## src/logic/smr_defines.svh

```systemverilog
// register offsets, unlock word, mode codes, reset values and counts of the sensor-monitor register bank
`ifndef SMR_DEFINES_SVH
`define SMR_DEFINES_SVH
`define SMR_A_MODE_STAT 8'h00
`define SMR_A_BUF_STAT 8'h01
`define SMR_A_ACC_STAT 8'h02
`define SMR_A_FIRST_CH 8'h03
`define SMR_A_SCAN_STAT 8'h04
`define SMR_A_SUM0_LO 8'h08
`define SMR_A_SUM0_HI 8'h09
`define SMR_A_SUM1_LO 8'h0a
`define SMR_A_SUM1_HI 8'h0b
`define SMR_A_LOW_FLAGS 8'h0c
`define SMR_A_HIGH_FLAGS 8'h0e
`define SMR_A_CHIP_RST 8'h14
`define SMR_A_CAL 8'h15
`define SMR_A_KEY 8'h17
`define SMR_A_OSC 8'h18
`define SMR_A_CYCLES 8'h19
`define SMR_A_OPMODE 8'h1c
`define SMR_A_SCAN_BEGIN 8'h1e
`define SMR_A_SCAN_STOP 8'h1f
`define SMR_A_SCAN_CH 8'h20
`define SMR_A_INPUT_CFG 8'h24
`define SMR_A_OUT_FMT 8'h28
`define SMR_A_BUF_MODE 8'h2c
`define SMR_A_ACCUMULATOR_ENABLE 8'h30
`define SMR_A_ALERT_CH 8'h34
`define SMR_A_EVT_LIMIT 8'h36
`define SMR_A_ALERT_BLK 8'h37
`define SMR_A_UP0_LO 8'h38
`define SMR_A_UP0_HI 8'h39
`define SMR_A_LO0_LO 8'h3a
`define SMR_A_LO0_HI 8'h3b
`define SMR_A_UP1_LO 8'h3c
`define SMR_A_UP1_HI 8'h3d
`define SMR_A_LO1_LO 8'h3e
`define SMR_A_LO1_HI 8'h3f
`define SMR_A_DB0 8'h40
`define SMR_A_DB1 8'h41
`define SMR_UNLOCK_WORD 4'ha
`define SMR_OPMODE_AUTO 3'h6
`define SMR_OPMODE_PREC 3'h7
`define SMR_STAT_MANUAL 2'h0
`define SMR_STAT_AUTO 2'h2
`define SMR_STAT_PREC 2'h3
`define SMR_ACC_SAMPLES 5'h10
`define SMR_BUF_DEPTH 5'h10
`define SMR_RESET_BYTE 8'h00
`define SMR_RESET_SUM 16'h0000
`endif

```

## src/logic/smr_pkg.sv

```systemverilog
// types of the sensor-monitor register bank
package smr_pkg;
   typedef enum logic [0:0] {SMR_IDLE = 1'b0, SMR_RUN = 1'b1} smr_scan_t;
   typedef struct packed {
      logic [2:0] opmode;
      logic oscillator_choice;
      logic [7:0] cycle_count;
      logic [1:0] scan_ch_en;
      logic [1:0] input_cfg;
      logic [7:0] out_fmt;
      logic [7:0] buf_mode;
      logic accumulator_enable;
      logic [1:0] alert_ch_en;
      logic [7:0] evt_limit;
      logic alert_blk_en;
      logic [15:0] upper0;
      logic [15:0] lower0;
      logic [15:0] upper1;
      logic [15:0] lower1;
      logic [7:0] deadband0;
      logic [7:0] deadband1;
   } smr_cfg_t;
   typedef struct packed {
      smr_cfg_t cfg;
      logic [3:0] key;
      smr_scan_t scan;
      logic [7:0] rate_cnt;
      logic conv;
      logic [1:0] low_flags;
      logic [1:0] high_flags;
      logic first_ch;
      logic [15:0] sum0;
      logic [15:0] sum1;
      logic [4:0] n0;
      logic [4:0] n1;
      logic [4:0] buf_cnt;
      logic [7:0] evt0;
      logic [7:0] evt1;
      logic cal;
      logic chip_rst;
      logic [7:0] rd_data;
      logic rd_valid;
      logic alert;
   } smr_state_t;
endpackage : smr_pkg

```

## src/logic/smr_regs.sv

```systemverilog
// register bank, keyed chip reset, scan control and conversion pacing of the sensor monitor
`timescale 1ns/100ps
`default_nettype none
`include "smr_defines.svh"
module smr_regs (
   input wire logic i_core_clk,
   input wire logic i_rst_n,
   input wire logic i_gcall_reset,
   input wire logic i_hs_mode,
   input wire logic [7:0] i_reg_addr,
   input wire logic [7:0] i_reg_wdata,
   input wire logic i_reg_wr,
   input wire logic i_reg_rd,
   input wire logic i_scl_tick,
   input wire logic i_osc_a_tick,
   input wire logic i_osc_b_tick,
   input wire logic i_smp_valid,
   input wire logic i_smp_ch,
   input wire logic [11:0] i_smp_data,
   input wire logic i_smp_out_of_window,
   input wire logic i_smp_below,
   output logic [7:0] o_reg_rdata,
   output logic o_reg_rvalid,
   output smr_pkg::smr_cfg_t o_cfg,
   output logic o_scan_running,
   output logic o_conv_start,
   output logic o_cal_start,
   output logic o_chip_reset,
   output logic o_alert
);
   smr_pkg::smr_state_t q;
   smr_pkg::smr_state_t next_q;
   smr_pkg::smr_state_t dflt;
   logic soft_rst;
   logic wr_key_ok;
   logic [1:0] dev_mode;
   logic auto_like;
   logic osc_tick;
   logic [1:0] set_low;
   logic [1:0] set_high;
   logic [7:0] evt_new;
   logic hit;

   always_comb
   begin
      dflt = '0;
      dflt.scan = smr_pkg::SMR_IDLE;
      soft_rst = i_gcall_reset || q.chip_rst;
      wr_key_ok = (q.key == `SMR_UNLOCK_WORD);
      unique case (q.cfg.opmode)
         `SMR_OPMODE_AUTO: dev_mode = `SMR_STAT_AUTO;
         `SMR_OPMODE_PREC: dev_mode = `SMR_STAT_PREC;
         default: dev_mode = `SMR_STAT_MANUAL;
      endcase
      auto_like = (dev_mode != `SMR_STAT_MANUAL);
      osc_tick = q.cfg.oscillator_choice ? i_osc_b_tick : i_osc_a_tick;
      set_low = 2'h0;
      set_high = 2'h0;
      evt_new = 8'h00;
      hit = 1'b0;
      next_q = q;
      next_q.conv = 1'b0;
      next_q.cal = 1'b0;
      next_q.chip_rst = 1'b0;
      next_q.rd_valid = 1'b0;

      // read path, one cycle after the strobe; unmapped reads give zero
      if (i_reg_rd)
      begin
         next_q.rd_valid = 1'b1;
         unique case (i_reg_addr)
            `SMR_A_MODE_STAT: next_q.rd_data = {5'h00, i_hs_mode, dev_mode};
            `SMR_A_BUF_STAT: next_q.rd_data = {3'h0, q.buf_cnt};
            `SMR_A_ACC_STAT: next_q.rd_data = {6'h00, q.n1 == `SMR_ACC_SAMPLES,
                                               q.n0 == `SMR_ACC_SAMPLES};
            `SMR_A_FIRST_CH: next_q.rd_data = {7'h00, q.first_ch};
            `SMR_A_SCAN_STAT: next_q.rd_data = {7'h00, q.scan == smr_pkg::SMR_RUN};
            `SMR_A_SUM0_LO: next_q.rd_data = q.sum0[7:0];
            `SMR_A_SUM0_HI: next_q.rd_data = q.sum0[15:8];
            `SMR_A_SUM1_LO: next_q.rd_data = q.sum1[7:0];
            `SMR_A_SUM1_HI: next_q.rd_data = q.sum1[15:8];
            `SMR_A_LOW_FLAGS: next_q.rd_data = {6'h00, q.low_flags};
            `SMR_A_HIGH_FLAGS: next_q.rd_data = {6'h00, q.high_flags};
            `SMR_A_KEY: next_q.rd_data = {4'h0, q.key};
            `SMR_A_OSC: next_q.rd_data = {7'h00, q.cfg.oscillator_choice};
            `SMR_A_CYCLES: next_q.rd_data = q.cfg.cycle_count;
            `SMR_A_OPMODE: next_q.rd_data = {5'h00, q.cfg.opmode};
            `SMR_A_SCAN_CH: next_q.rd_data = {6'h00, q.cfg.scan_ch_en};
            `SMR_A_INPUT_CFG: next_q.rd_data = {6'h00, q.cfg.input_cfg};
            `SMR_A_OUT_FMT: next_q.rd_data = q.cfg.out_fmt;
            `SMR_A_BUF_MODE: next_q.rd_data = q.cfg.buf_mode;
            `SMR_A_ACCUMULATOR_ENABLE: next_q.rd_data = {7'h00, q.cfg.accumulator_enable};
            `SMR_A_ALERT_CH: next_q.rd_data = {6'h00, q.cfg.alert_ch_en};
            `SMR_A_EVT_LIMIT: next_q.rd_data = q.cfg.evt_limit;
            `SMR_A_ALERT_BLK: next_q.rd_data = {7'h00, q.cfg.alert_blk_en};
            `SMR_A_UP0_LO: next_q.rd_data = q.cfg.upper0[7:0];
            `SMR_A_UP0_HI: next_q.rd_data = q.cfg.upper0[15:8];
            `SMR_A_LO0_LO: next_q.rd_data = q.cfg.lower0[7:0];
            `SMR_A_LO0_HI: next_q.rd_data = q.cfg.lower0[15:8];
            `SMR_A_UP1_LO: next_q.rd_data = q.cfg.upper1[7:0];
            `SMR_A_UP1_HI: next_q.rd_data = q.cfg.upper1[15:8];
            `SMR_A_LO1_LO: next_q.rd_data = q.cfg.lower1[7:0];
            `SMR_A_LO1_HI: next_q.rd_data = q.cfg.lower1[15:8];
            `SMR_A_DB0: next_q.rd_data = q.cfg.deadband0;
            `SMR_A_DB1: next_q.rd_data = q.cfg.deadband1;
            default: next_q.rd_data = `SMR_RESET_BYTE;
         endcase
      end

      if (i_reg_wr)
      begin
         unique case (i_reg_addr)
            `SMR_A_KEY: next_q.key = i_reg_wdata[3:0];
            `SMR_A_CHIP_RST: next_q.chip_rst = wr_key_ok && i_reg_wdata[0];
            `SMR_A_CAL: next_q.cal = i_reg_wdata[0];
            `SMR_A_OSC: next_q.cfg.oscillator_choice = i_reg_wdata[0];
            `SMR_A_CYCLES: next_q.cfg.cycle_count = i_reg_wdata;
            `SMR_A_OPMODE: next_q.cfg.opmode = i_reg_wdata[2:0];
            `SMR_A_SCAN_CH: next_q.cfg.scan_ch_en = i_reg_wdata[1:0];
            `SMR_A_INPUT_CFG: next_q.cfg.input_cfg = i_reg_wdata[1:0];
            `SMR_A_OUT_FMT: next_q.cfg.out_fmt = i_reg_wdata;
            `SMR_A_BUF_MODE: next_q.cfg.buf_mode = i_reg_wdata;
            `SMR_A_ACCUMULATOR_ENABLE: next_q.cfg.accumulator_enable = i_reg_wdata[0];
            `SMR_A_ALERT_CH: next_q.cfg.alert_ch_en = i_reg_wdata[1:0];
            `SMR_A_EVT_LIMIT: next_q.cfg.evt_limit = i_reg_wdata;
            `SMR_A_ALERT_BLK: next_q.cfg.alert_blk_en = i_reg_wdata[0];
            `SMR_A_UP0_LO: next_q.cfg.upper0[7:0] = i_reg_wdata;
            `SMR_A_UP0_HI: next_q.cfg.upper0[15:8] = i_reg_wdata;
            `SMR_A_LO0_LO: next_q.cfg.lower0[7:0] = i_reg_wdata;
            `SMR_A_LO0_HI: next_q.cfg.lower0[15:8] = i_reg_wdata;
            `SMR_A_UP1_LO: next_q.cfg.upper1[7:0] = i_reg_wdata;
            `SMR_A_UP1_HI: next_q.cfg.upper1[15:8] = i_reg_wdata;
            `SMR_A_LO1_LO: next_q.cfg.lower1[7:0] = i_reg_wdata;
            `SMR_A_LO1_HI: next_q.cfg.lower1[15:8] = i_reg_wdata;
            `SMR_A_DB0: next_q.cfg.deadband0 = i_reg_wdata;
            `SMR_A_DB1: next_q.cfg.deadband1 = i_reg_wdata;
            `SMR_A_LOW_FLAGS: next_q.low_flags = q.low_flags & ~i_reg_wdata[1:0];
            `SMR_A_HIGH_FLAGS: next_q.high_flags = q.high_flags & ~i_reg_wdata[1:0];
            `SMR_A_SCAN_BEGIN:
            begin
               if (i_reg_wdata[0])
               begin
                  next_q.scan = smr_pkg::SMR_RUN;
                  next_q.rate_cnt = 8'h00;
                  next_q.sum0 = `SMR_RESET_SUM;
                  next_q.sum1 = `SMR_RESET_SUM;
                  next_q.n0 = 5'h00;
                  next_q.n1 = 5'h00;
                  next_q.buf_cnt = 5'h00;
               end
            end
            `SMR_A_SCAN_STOP:
            begin
               if (i_reg_wdata[0])
                  next_q.scan = smr_pkg::SMR_IDLE;
            end
            default: next_q.rd_valid = next_q.rd_valid;
         endcase
      end

      // pacing: serial clock in manual mode, divided oscillator otherwise
      if (!auto_like)
         next_q.conv = i_scl_tick;
      else if (q.scan == smr_pkg::SMR_RUN && osc_tick)
      begin
         if (q.rate_cnt >= q.cfg.cycle_count)
         begin
            next_q.conv = 1'b1;
            next_q.rate_cnt = 8'h00;
         end
         else
            next_q.rate_cnt = q.rate_cnt + 8'h01;
      end

      if (i_smp_valid && q.scan == smr_pkg::SMR_RUN)
      begin
         // high-precision sums, sixteen 12-bit samples fill 16 bits exactly
         if (dev_mode == `SMR_STAT_PREC && q.cfg.accumulator_enable)
         begin
            if (!i_smp_ch && q.n0 != `SMR_ACC_SAMPLES)
            begin
               next_q.sum0 = q.sum0 + {4'h0, i_smp_data};
               next_q.n0 = q.n0 + 5'h01;
            end
            if (i_smp_ch && q.n1 != `SMR_ACC_SAMPLES)
            begin
               next_q.sum1 = q.sum1 + {4'h0, i_smp_data};
               next_q.n1 = q.n1 + 5'h01;
            end
         end
         if (dev_mode == `SMR_STAT_AUTO && q.buf_cnt != `SMR_BUF_DEPTH)
            next_q.buf_cnt = q.buf_cnt + 5'h01;
         // consecutive out-of-window samples counted per channel, one shared limit
         if (q.cfg.alert_blk_en && q.cfg.alert_ch_en[i_smp_ch])
         begin
            if (i_smp_out_of_window)
            begin
               evt_new = i_smp_ch ? q.evt1 : q.evt0;
               hit = (evt_new >= q.cfg.evt_limit);
               if (evt_new != 8'hff)
                  evt_new = evt_new + 8'h01;
            end
            if (i_smp_ch)
               next_q.evt1 = evt_new;
            else
               next_q.evt0 = evt_new;
            if (hit && i_smp_below)
               set_low[i_smp_ch] = 1'b1;
            if (hit && !i_smp_below)
               set_high[i_smp_ch] = 1'b1;
         end
      end
      // set wins over a clear in the same cycle
      next_q.low_flags = next_q.low_flags | set_low;
      next_q.high_flags = next_q.high_flags | set_high;
      if ((q.low_flags | q.high_flags) == 2'h0 && (set_low | set_high) != 2'h0)
         next_q.first_ch = i_smp_ch;
      next_q.alert = (next_q.low_flags | next_q.high_flags) != 2'h0;

      // in high-precision mode a scan ends by itself once every scanned channel has its sixteen
      if (dev_mode == `SMR_STAT_PREC && q.scan == smr_pkg::SMR_RUN &&
          (!q.cfg.scan_ch_en[0] || q.n0 == `SMR_ACC_SAMPLES) &&
          (!q.cfg.scan_ch_en[1] || q.n1 == `SMR_ACC_SAMPLES))
         next_q.scan = smr_pkg::SMR_IDLE;

      // soft reset restores everything except the unlock key
      if (soft_rst)
      begin
         next_q = dflt;
         next_q.key = q.key;
      end
   end

   always_ff @(posedge i_core_clk)
   begin
      if (!i_rst_n)
      begin
         q <= '0;
         q.scan <= smr_pkg::SMR_IDLE;
      end
      else
         q <= next_q;
   end

   assign o_reg_rdata = q.rd_data;
   assign o_reg_rvalid = q.rd_valid;
   assign o_cfg = q.cfg;
   assign o_scan_running = (q.scan == smr_pkg::SMR_RUN);
   assign o_conv_start = q.conv;
   assign o_cal_start = q.cal;
   assign o_chip_reset = q.chip_rst;
   assign o_alert = q.alert;
endmodule : smr_regs
`default_nettype wire

```

## config.mk

```make
export PLATFORM = sky130hd
export DESIGN_NAME = smr_regs
export DESIGN_NICKNAME = d
export VERILOG_FILES = /design/src/logic/smr_pkg.sv /design/src/logic/smr_regs.sv
export VERILOG_INCLUDE_DIRS = /design/src /design/src/logic
export SDC_FILE = /design/constraint.sdc
export NUM_CORES = 1
export LEC_CHECK = 0
export BUFFER_PORTS_ARGS = -buffer_cell sky130_fd_sc_hd__buf_4
export CAP_MARGIN = 20
export CORE_ASPECT_RATIO = 1.5
export CORE_UTILIZATION = 30
export CTS_CLUSTER_SIZE = 40
export DETAILED_ROUTE_END_ITERATION = 12
export MAX_ROUTING_LAYER = met4
export PLACE_DENSITY = 0.53
export SLEW_MARGIN = 20
export SYNTH_ARGS = -nofsm -noshare
export SYNTH_HDL_FRONTEND = slang
export SYNTH_SLANG_ARGS = --single-unit
```

## constraint.sdc

```tcl
create_clock -name i_core_clk -period 3.7 [get_ports i_core_clk]
set_input_delay 0.74 -clock i_core_clk [delete_from_list [all_inputs] [get_ports i_core_clk]]
set_output_delay 0.74 -clock i_core_clk [all_outputs]
set_load 0.02 [all_outputs]
```

* Yosys cells after proc, flatten, opt, wreduce, memory -nomap -nowiden *
Index checks and enable logic that the tools add are counted.

word-level totals
  word-level logic and storage cells = 217
  register bits after elaboration = 218
  input port bits = 41

cells by class
  reduce and logical (&&, ||, !) cells = 57
  bitwise operators = 14
  equal/unequal tests = 49
  order comparisons = 4
  add/sub/neg operators = 7
  muxes and demuxes = 46

operators by type and width
  kind                                                              number
  8-bit case mux with 33 select lines                               1
  47-bit 2-to-1 mux                                                 3
  8-bit by 6-bit == test with 1-bit output (second input constant)  16
  8-bit 2-to-1 mux                                                  9
  8-bit by 5-bit == test with 1-bit output (second input constant)  8
  63-bit 2-to-1 mux                                                 1
  8-bit by 4-bit == test with 1-bit output (second input constant)  6
  16-bit 2-to-1 mux                                                 3
  42-bit 2-to-1 mux                                                 1
  2-bit AND reduction                                               21
  16-bit by 12-bit adder with 16-bit output                         2
  9-bit 2-to-1 mux                                                  2
  8-bit by 1-bit adder with 8-bit output (second input constant)    2
  8-bit by 2-bit == test with 1-bit output (second input constant)  2
  8-bit by 7-bit == test with 1-bit output (second input constant)  2
  8-bit >= comparator                                               2
  2-bit 2-to-1 mux                                                  8
  5-bit by 1-bit adder with 5-bit output (second input constant)    3
  1-bit logical AND                                                 15
  5-bit 2-to-1 mux                                                  3
  5-bit inequality test (second input constant)                     3
  1-bit 2-to-1 mux                                                  11
  5-bit == test (second input constant)                             2
  2-bit OR                                                          5
  other kinds (26)                                                  46

* Longest topological paths before layout *
  depth after elaboration = 12
  gate-level depth with buffers = 11
  depth with buffers taken out = 9

* Worst setup path before layout *
Ideal clock, no wire load.

  path kind = in2reg
  start = in i_smp_ch
  end = reg q[75] (netlist name)
  cell stages on the path = 10
  arrival time = 2556 ps
  path slack = 1016 ps
  buffers on the path = 1
  cells stage by stage = buf_6 > mux2i_1 > inv_1 > ha_1 > nand2_1 > o21ai_0 > a41oi_1 > a211oi_1 > mux2i_1 > nor2_1

on the way
  longest elaborated chain between the ends = 12
  elaborated cells between the ends (all ways) = 24
  those cells by class = order compare: 3; mux: 14; bitwise: 1; reduce/logical: 6

ends and longest elaborated chain
  item                                         line                              source
  start, declared                              smr_regs.sv:18                    input wire logic i_smp_ch,
  8-bit 2-to-1 mux                             smr_regs.sv:198                   evt_new = i_smp_ch ? q.evt1 : q.evt0;
  8-bit >= comparator                          smr_regs.sv:199                   hit = (evt_new >= q.cfg.evt_limit);
  1-bit 2-to-1 mux                             smr_regs.sv:196                   if (i_smp_out_of_window)
  1-bit 2-to-1 mux                             smr_regs.sv:194                   if (q.cfg.alert_blk_en && q.cfg.alert_ch_en[i_smp_ch])
  1-bit 2-to-1 mux                             smr_regs.sv:175                   if (i_smp_valid && q.scan == smr_pkg::SMR_RUN)
  1-bit logical AND, on equally long branches  smr_regs.sv:207, smr_regs.sv:209
  2-bit 2-to-1 mux, on equally long branches   smr_regs.sv:207, smr_regs.sv:209
  2-bit 2-to-1 mux                             smr_regs.sv:194
  2-bit 2-to-1 mux                             smr_regs.sv:175
  2-bit OR                                     smr_regs.sv:216                   if ((q.low_flags | q.high_flags) == 2'h0 && (set_low | set_high) != 2'h0)
  2-bit nonzero test                           smr_regs.sv:216
  1-bit logical AND                            smr_regs.sv:216
  end signal, assigned                         smr_regs.sv:242                   q <= next_q;
  end, declared                                smr_regs.sv:31                    smr_pkg::smr_state_t q;

Parallel ways exist; a longest one is shown, timed or not. The select of a mux whose other input is x is not followed.
A chain may end at the register's enable or synchronous reset.

* Worst setup path after layout *
  start = in i_smp_ch
  end = reg q[79] (netlist name)

on the way
  longest elaborated chain between the ends = 10
  elaborated cells between the ends (all ways) = 18
  those cells by class = order compare: 3; mux: 11; bitwise: 1; reduce/logical: 3

ends and longest elaborated chain
  item                  line             source
  8-bit 2-to-1 mux      smr_regs.sv:198
  8-bit >= comparator   smr_regs.sv:199
  1-bit 2-to-1 mux      smr_regs.sv:196
  1-bit 2-to-1 mux      smr_regs.sv:194
  1-bit 2-to-1 mux      smr_regs.sv:175
  1-bit logical AND     smr_regs.sv:207  if (hit && i_smp_below)
  2-bit 2-to-1 mux      smr_regs.sv:207
  2-bit 2-to-1 mux (*)  smr_regs.sv:194
  2-bit 2-to-1 mux (*)  smr_regs.sv:175
  2-bit OR (*)          smr_regs.sv:214  next_q.low_flags = next_q.low_flags | set_low;

Mark *: on every way between the ends. The rest lies on a longest branch, timed or not. The select of a mux whose other input is x is not followed.

==> impl_results.md <==
- Status: finished with violations
- Failing checks: design-rule violations
- Post-synthesis register bit count: 218
- Setup-failing EPs final: 0
- Core Box Area: between 40,000 and 50,000 um2
- Site Rows: 94
- Die ar.: 45,100 um2
- Final Max Slew Viols: 0
- First-pass GRT wire length: 76.9 mm
- Initial antenna violation count: 0
- Number of CTS-inserted buffers: 23
- Max Root-Sink Buffers: 3
- Filler Cells Inserted: 4,643
- Die outline height: approximately 260 um
- Leak: 5.59 nW
- Grt total ovfl: 0
- Peak supply drop: 0.267 mV
- Combinational Power Share: around 7.0%
- Total power: approximately 5.1 mW
- Setup_tns: 0 ns
- Worst-margin pin slew: ~0.89 ns
- CP bufs+invs: 2
- CP dominant cell by count: a21oi_1
- PortBufs: 178
- Via Count: ~12,000
- Multi-input logic area: 7280 um2
- Post-layout util: 34.0%
- Synth Area in Simple Gates: about a quarter
- Synth Flop Type: dfxtp_1
- Post-synthesis cell area: 13,300 um2
- Startpoint types: input pin
- Power density over the cells: 341 nW/um2
- Post-synthesis sequential area ratio: about 33%
- Share of post-route cells with drive strength above 1: ~17%
- Cells after Synth: about 1,700
- DP Wirelength: 39.0 mm
- Final hold violation count: 0
- Vias in the first global route: 12,100
- Ys Warns: 0
- Initial DRC Count: approximately 1,100
- CP delay by family, top: compound AO/OA/AOI/OAI gates
- Xor/xnor share of the synthesized area: 1.12%
- Sequential power share: 46.5%
- EDFF count, synth: 0
- Syn Nets: roughly 1,800
- Clock root cell: clkbuf_16
- Area Overhead vs Synth: 12.1%
- Max_cap viols: 0
- Post-CTS setup buffers: 0
- Final worst path period need: between 2 and 3 ns
- I/O pin count: roughly 180
- # DRC: 2
- Drt total wl: ~52 mm
- Antenna Nets Post-Route: 0
- Max Clk Rate: 393 MHz
- Synth cell types: 90
- Slowest cell delay on critical path: ~0.50 ns
- Final #Nets: between 1,500 and 2,000
- Sw Pwr: approximately 1.3 mW
- DIE WIDTH: between 150 and 200 um
- Largest family of logic cells by synthesized area: simple AND/OR/NAND/NOR gates
- Worst EP required: 4.16 ns
- RSZ-0062 raised after global routing: false
- GRT Util Overall: 23.2%
- Critical path type: input pin to register
- Highest-delay cell along the critical path: mux2i_1
- Max transition margin: between 40% and 50%
- H-tree lvl count: 1
- Critical-path cell list: buf_4, mux2i_1, inv_1, ha_1, nand2_1, o21ai_0, a41oi_1, a21oi_1, nand3_1, a21oi_1
- Final worst-path cycle share: 68.8%
- Sink Count: 218
- Worst skew pair latency: roughly 0.54 ns
- Mux cell area share after synthesis: around 4.6%
- Post-synthesis compound-gate area fraction: 19.1%
- CTS tree: built
- Syn_area_per_cell: just under 8 um2
- GPL Wtd Cong: between 0.9 and 1
- FF+latch area: around 4400 um2
- First-pass iteration count of the detailed router: 9
- Critical Path AT: 3.01 ns
- Worst-path maximum fanout: 19
- P_int: roughly 3.8 mW
- WL/cell: ~23 um
- Clock share of power: 46.5%
- Asr flop ratio synth: 0%
- Via density: 5.51
- Largest net degree at the start of global routing: approximately 170
- Endpoint class of the critical path: register
- Final Non-Filler Cells: between 2,000 and 2,500
- Post-cts resize count: 0
- Clock skew: 0.0102 ns
- Post-Synth Adder-Cell Area: 4.83%
- Switching share of power: between 20% and 30%
- Starting Density: 30.3%
- Diode count: 0
- Clock slew at reported path FFs: 0.06 ns
- Number of hold buffers added after cts: 0
- Placed cells: roughly 2,200
- Worst Hold Class: register to register
[power by group through the flow]
stage,sequential [mW],clock [mW],combinational (mW)
floorplan,2.40,0,0.209
global placement,2.40,0,0.347
detailed placement,2.40,0,0.349
CTS,2.35,2.39,0.350
global route,2.35,2.47,0.373
finish,2.35,2.35,0.355
[path summary, 6_finish.rpt]
kind            start     to  slack (ns)  cells after the start
max          i_smp_ch  q[79]        1.15                     10
min             q[26]  q[26]        0.45                      2
max reg2reg     q[60]  q[74]        1.19                      7
min reg2reg     q[26]  q[26]        0.45                      2
[worst min-delay path, delay by kind of cell, from the launching register on]
family / cells / cell delay [ns]
flops: 1 / 0.31
compound gates: 1 / 0.05
simple gates: 1 / 0.05
[Yosys cell counts (all sizes together), types with 6 or more instances]
cell type | n | area share, %
a31oi | 13 | 0.61
o211ai | 6 | 0.34
nand4 | 17 | 0.85
nand3 | 158 | 6.0
nor3 | 21 | 0.79
ha | 48 | 4.5
a32oi | 8 | 0.53
dfxtp | 218 | 33
and3 | 19 | 0.97
o21a | 11 | 0.62
xnor2 | 12 | 0.79
inv | 42 | 1.2
o21ai | 58 | 2.2
a21oi | 169 | 6.4
mux2 | 11 | 0.93
a2111oi | 6 | 0.50
and2 | 15 | 0.71
a221oi | 12 | 0.79
clkbuf | 66 | 1.9
nand3b | 10 | 0.66
a22o | 11 | 0.73
nor3b | 11 | 0.62
nor2 | 96 | 2.8
nor2b | 21 | 0.99
o21bai | 7 | 0.40
nand2 | 220 | 6.2
buf | 181 | 9.6
a211oi | 15 | 0.92
a22oi | 30 | 1.7
or3 | 9 | 0.42
a21o | 8 | 0.45
nor4bb | 6 | 0.45
nor4 | 11 | 0.84
mux2i | 48 | 3.7
[layout by cell type, fill, tap and decap left out, types with 5 or more instances in the layout]
master / instances
a211oi_1: 13
a21o_1: 8
a21oi_1: 169
a221oi_1: 12
a22o_1: 11
a22oi_1: 30
a31oi_1: 13
a32o_1: 5
a32oi_1: 8
and2_1: 13
and3_1: 17
and4b_1: 5
buf_4: 213
clkbuf_1: 6
clkbuf_16: 23
clkinv_2: 5
dfxtp_1: 218
ha_1: 48
inv_1: 42
mux2_2: 11
mux2i_1: 47
nand2_1: 218
nand2b_1: 5
nand3_1: 157
nand3b_1: 9
nand4_1: 16
nor2_1: 93
nor2b_1: 21
nor3_1: 21
nor3b_1: 11
nor4_1: 7
o211ai_1: 6
o21a_1: 11
o21ai_0: 55
o21bai_1: 7
o22ai_1: 5
o31ai_1: 5
or3_1: 9
xnor2_1: 12
xor2_1: 5
[per-layer routing]
| metal | GRT usage (%) | share of wire [%] |
|---|---|---|
| met1 | 25.4 | 39 |
| met2 | 40.9 | 50 |
| met3 | 2.31 | 4.5 |
| met4 | 13.0 | 5.9 |
| met5 | - | 0 |
[through the flow]
stage               area (um2)  worst slack, ns  hold WS [ns]
CTS                      14900             1.17         0.456
global placement         14100            0.617         0.441
finish                   14900             1.15         0.454
floorplan                13300             1.02         0.423
global route             14900            0.940         0.476
detailed placement       14100            0.615         0.447
[layout make-up]
cell class	count	share of cell area (%)
Clock inverter	8	0.648
Clock buffer	31	4.21
Tap cell	576	4.85
Timing Repair Buffer	214	10.9
Sequential cell	218	29.4
Inverter	42	1.06
Multi-Input combinational cell	1170	49.0
[flip-flops by register name, indices dropped and copies added, names as in the netlist]
signal and flops:
o_cfg 124, q 80, o_reg_rdata 8, o_alert 1, o_cal_start 1, o_chip_reset 1, o_conv_start 1, o_reg_rvalid 1
o_scan_running 1
[cell families (layout without fill, tap and decap cells)]
logic type,count (synthesis),after routing
XOR/XNOR,17,17
adder cells (fa/ha/maj),50,50
flip-flops,218,218
buffers and inverters,289,295
AND/OR/NAND/NOR,646,646
AO/OA/AOI/OAI,398,398
multiplexers,59,59
No activity file was read; power rests on OpenSTA's default activity.
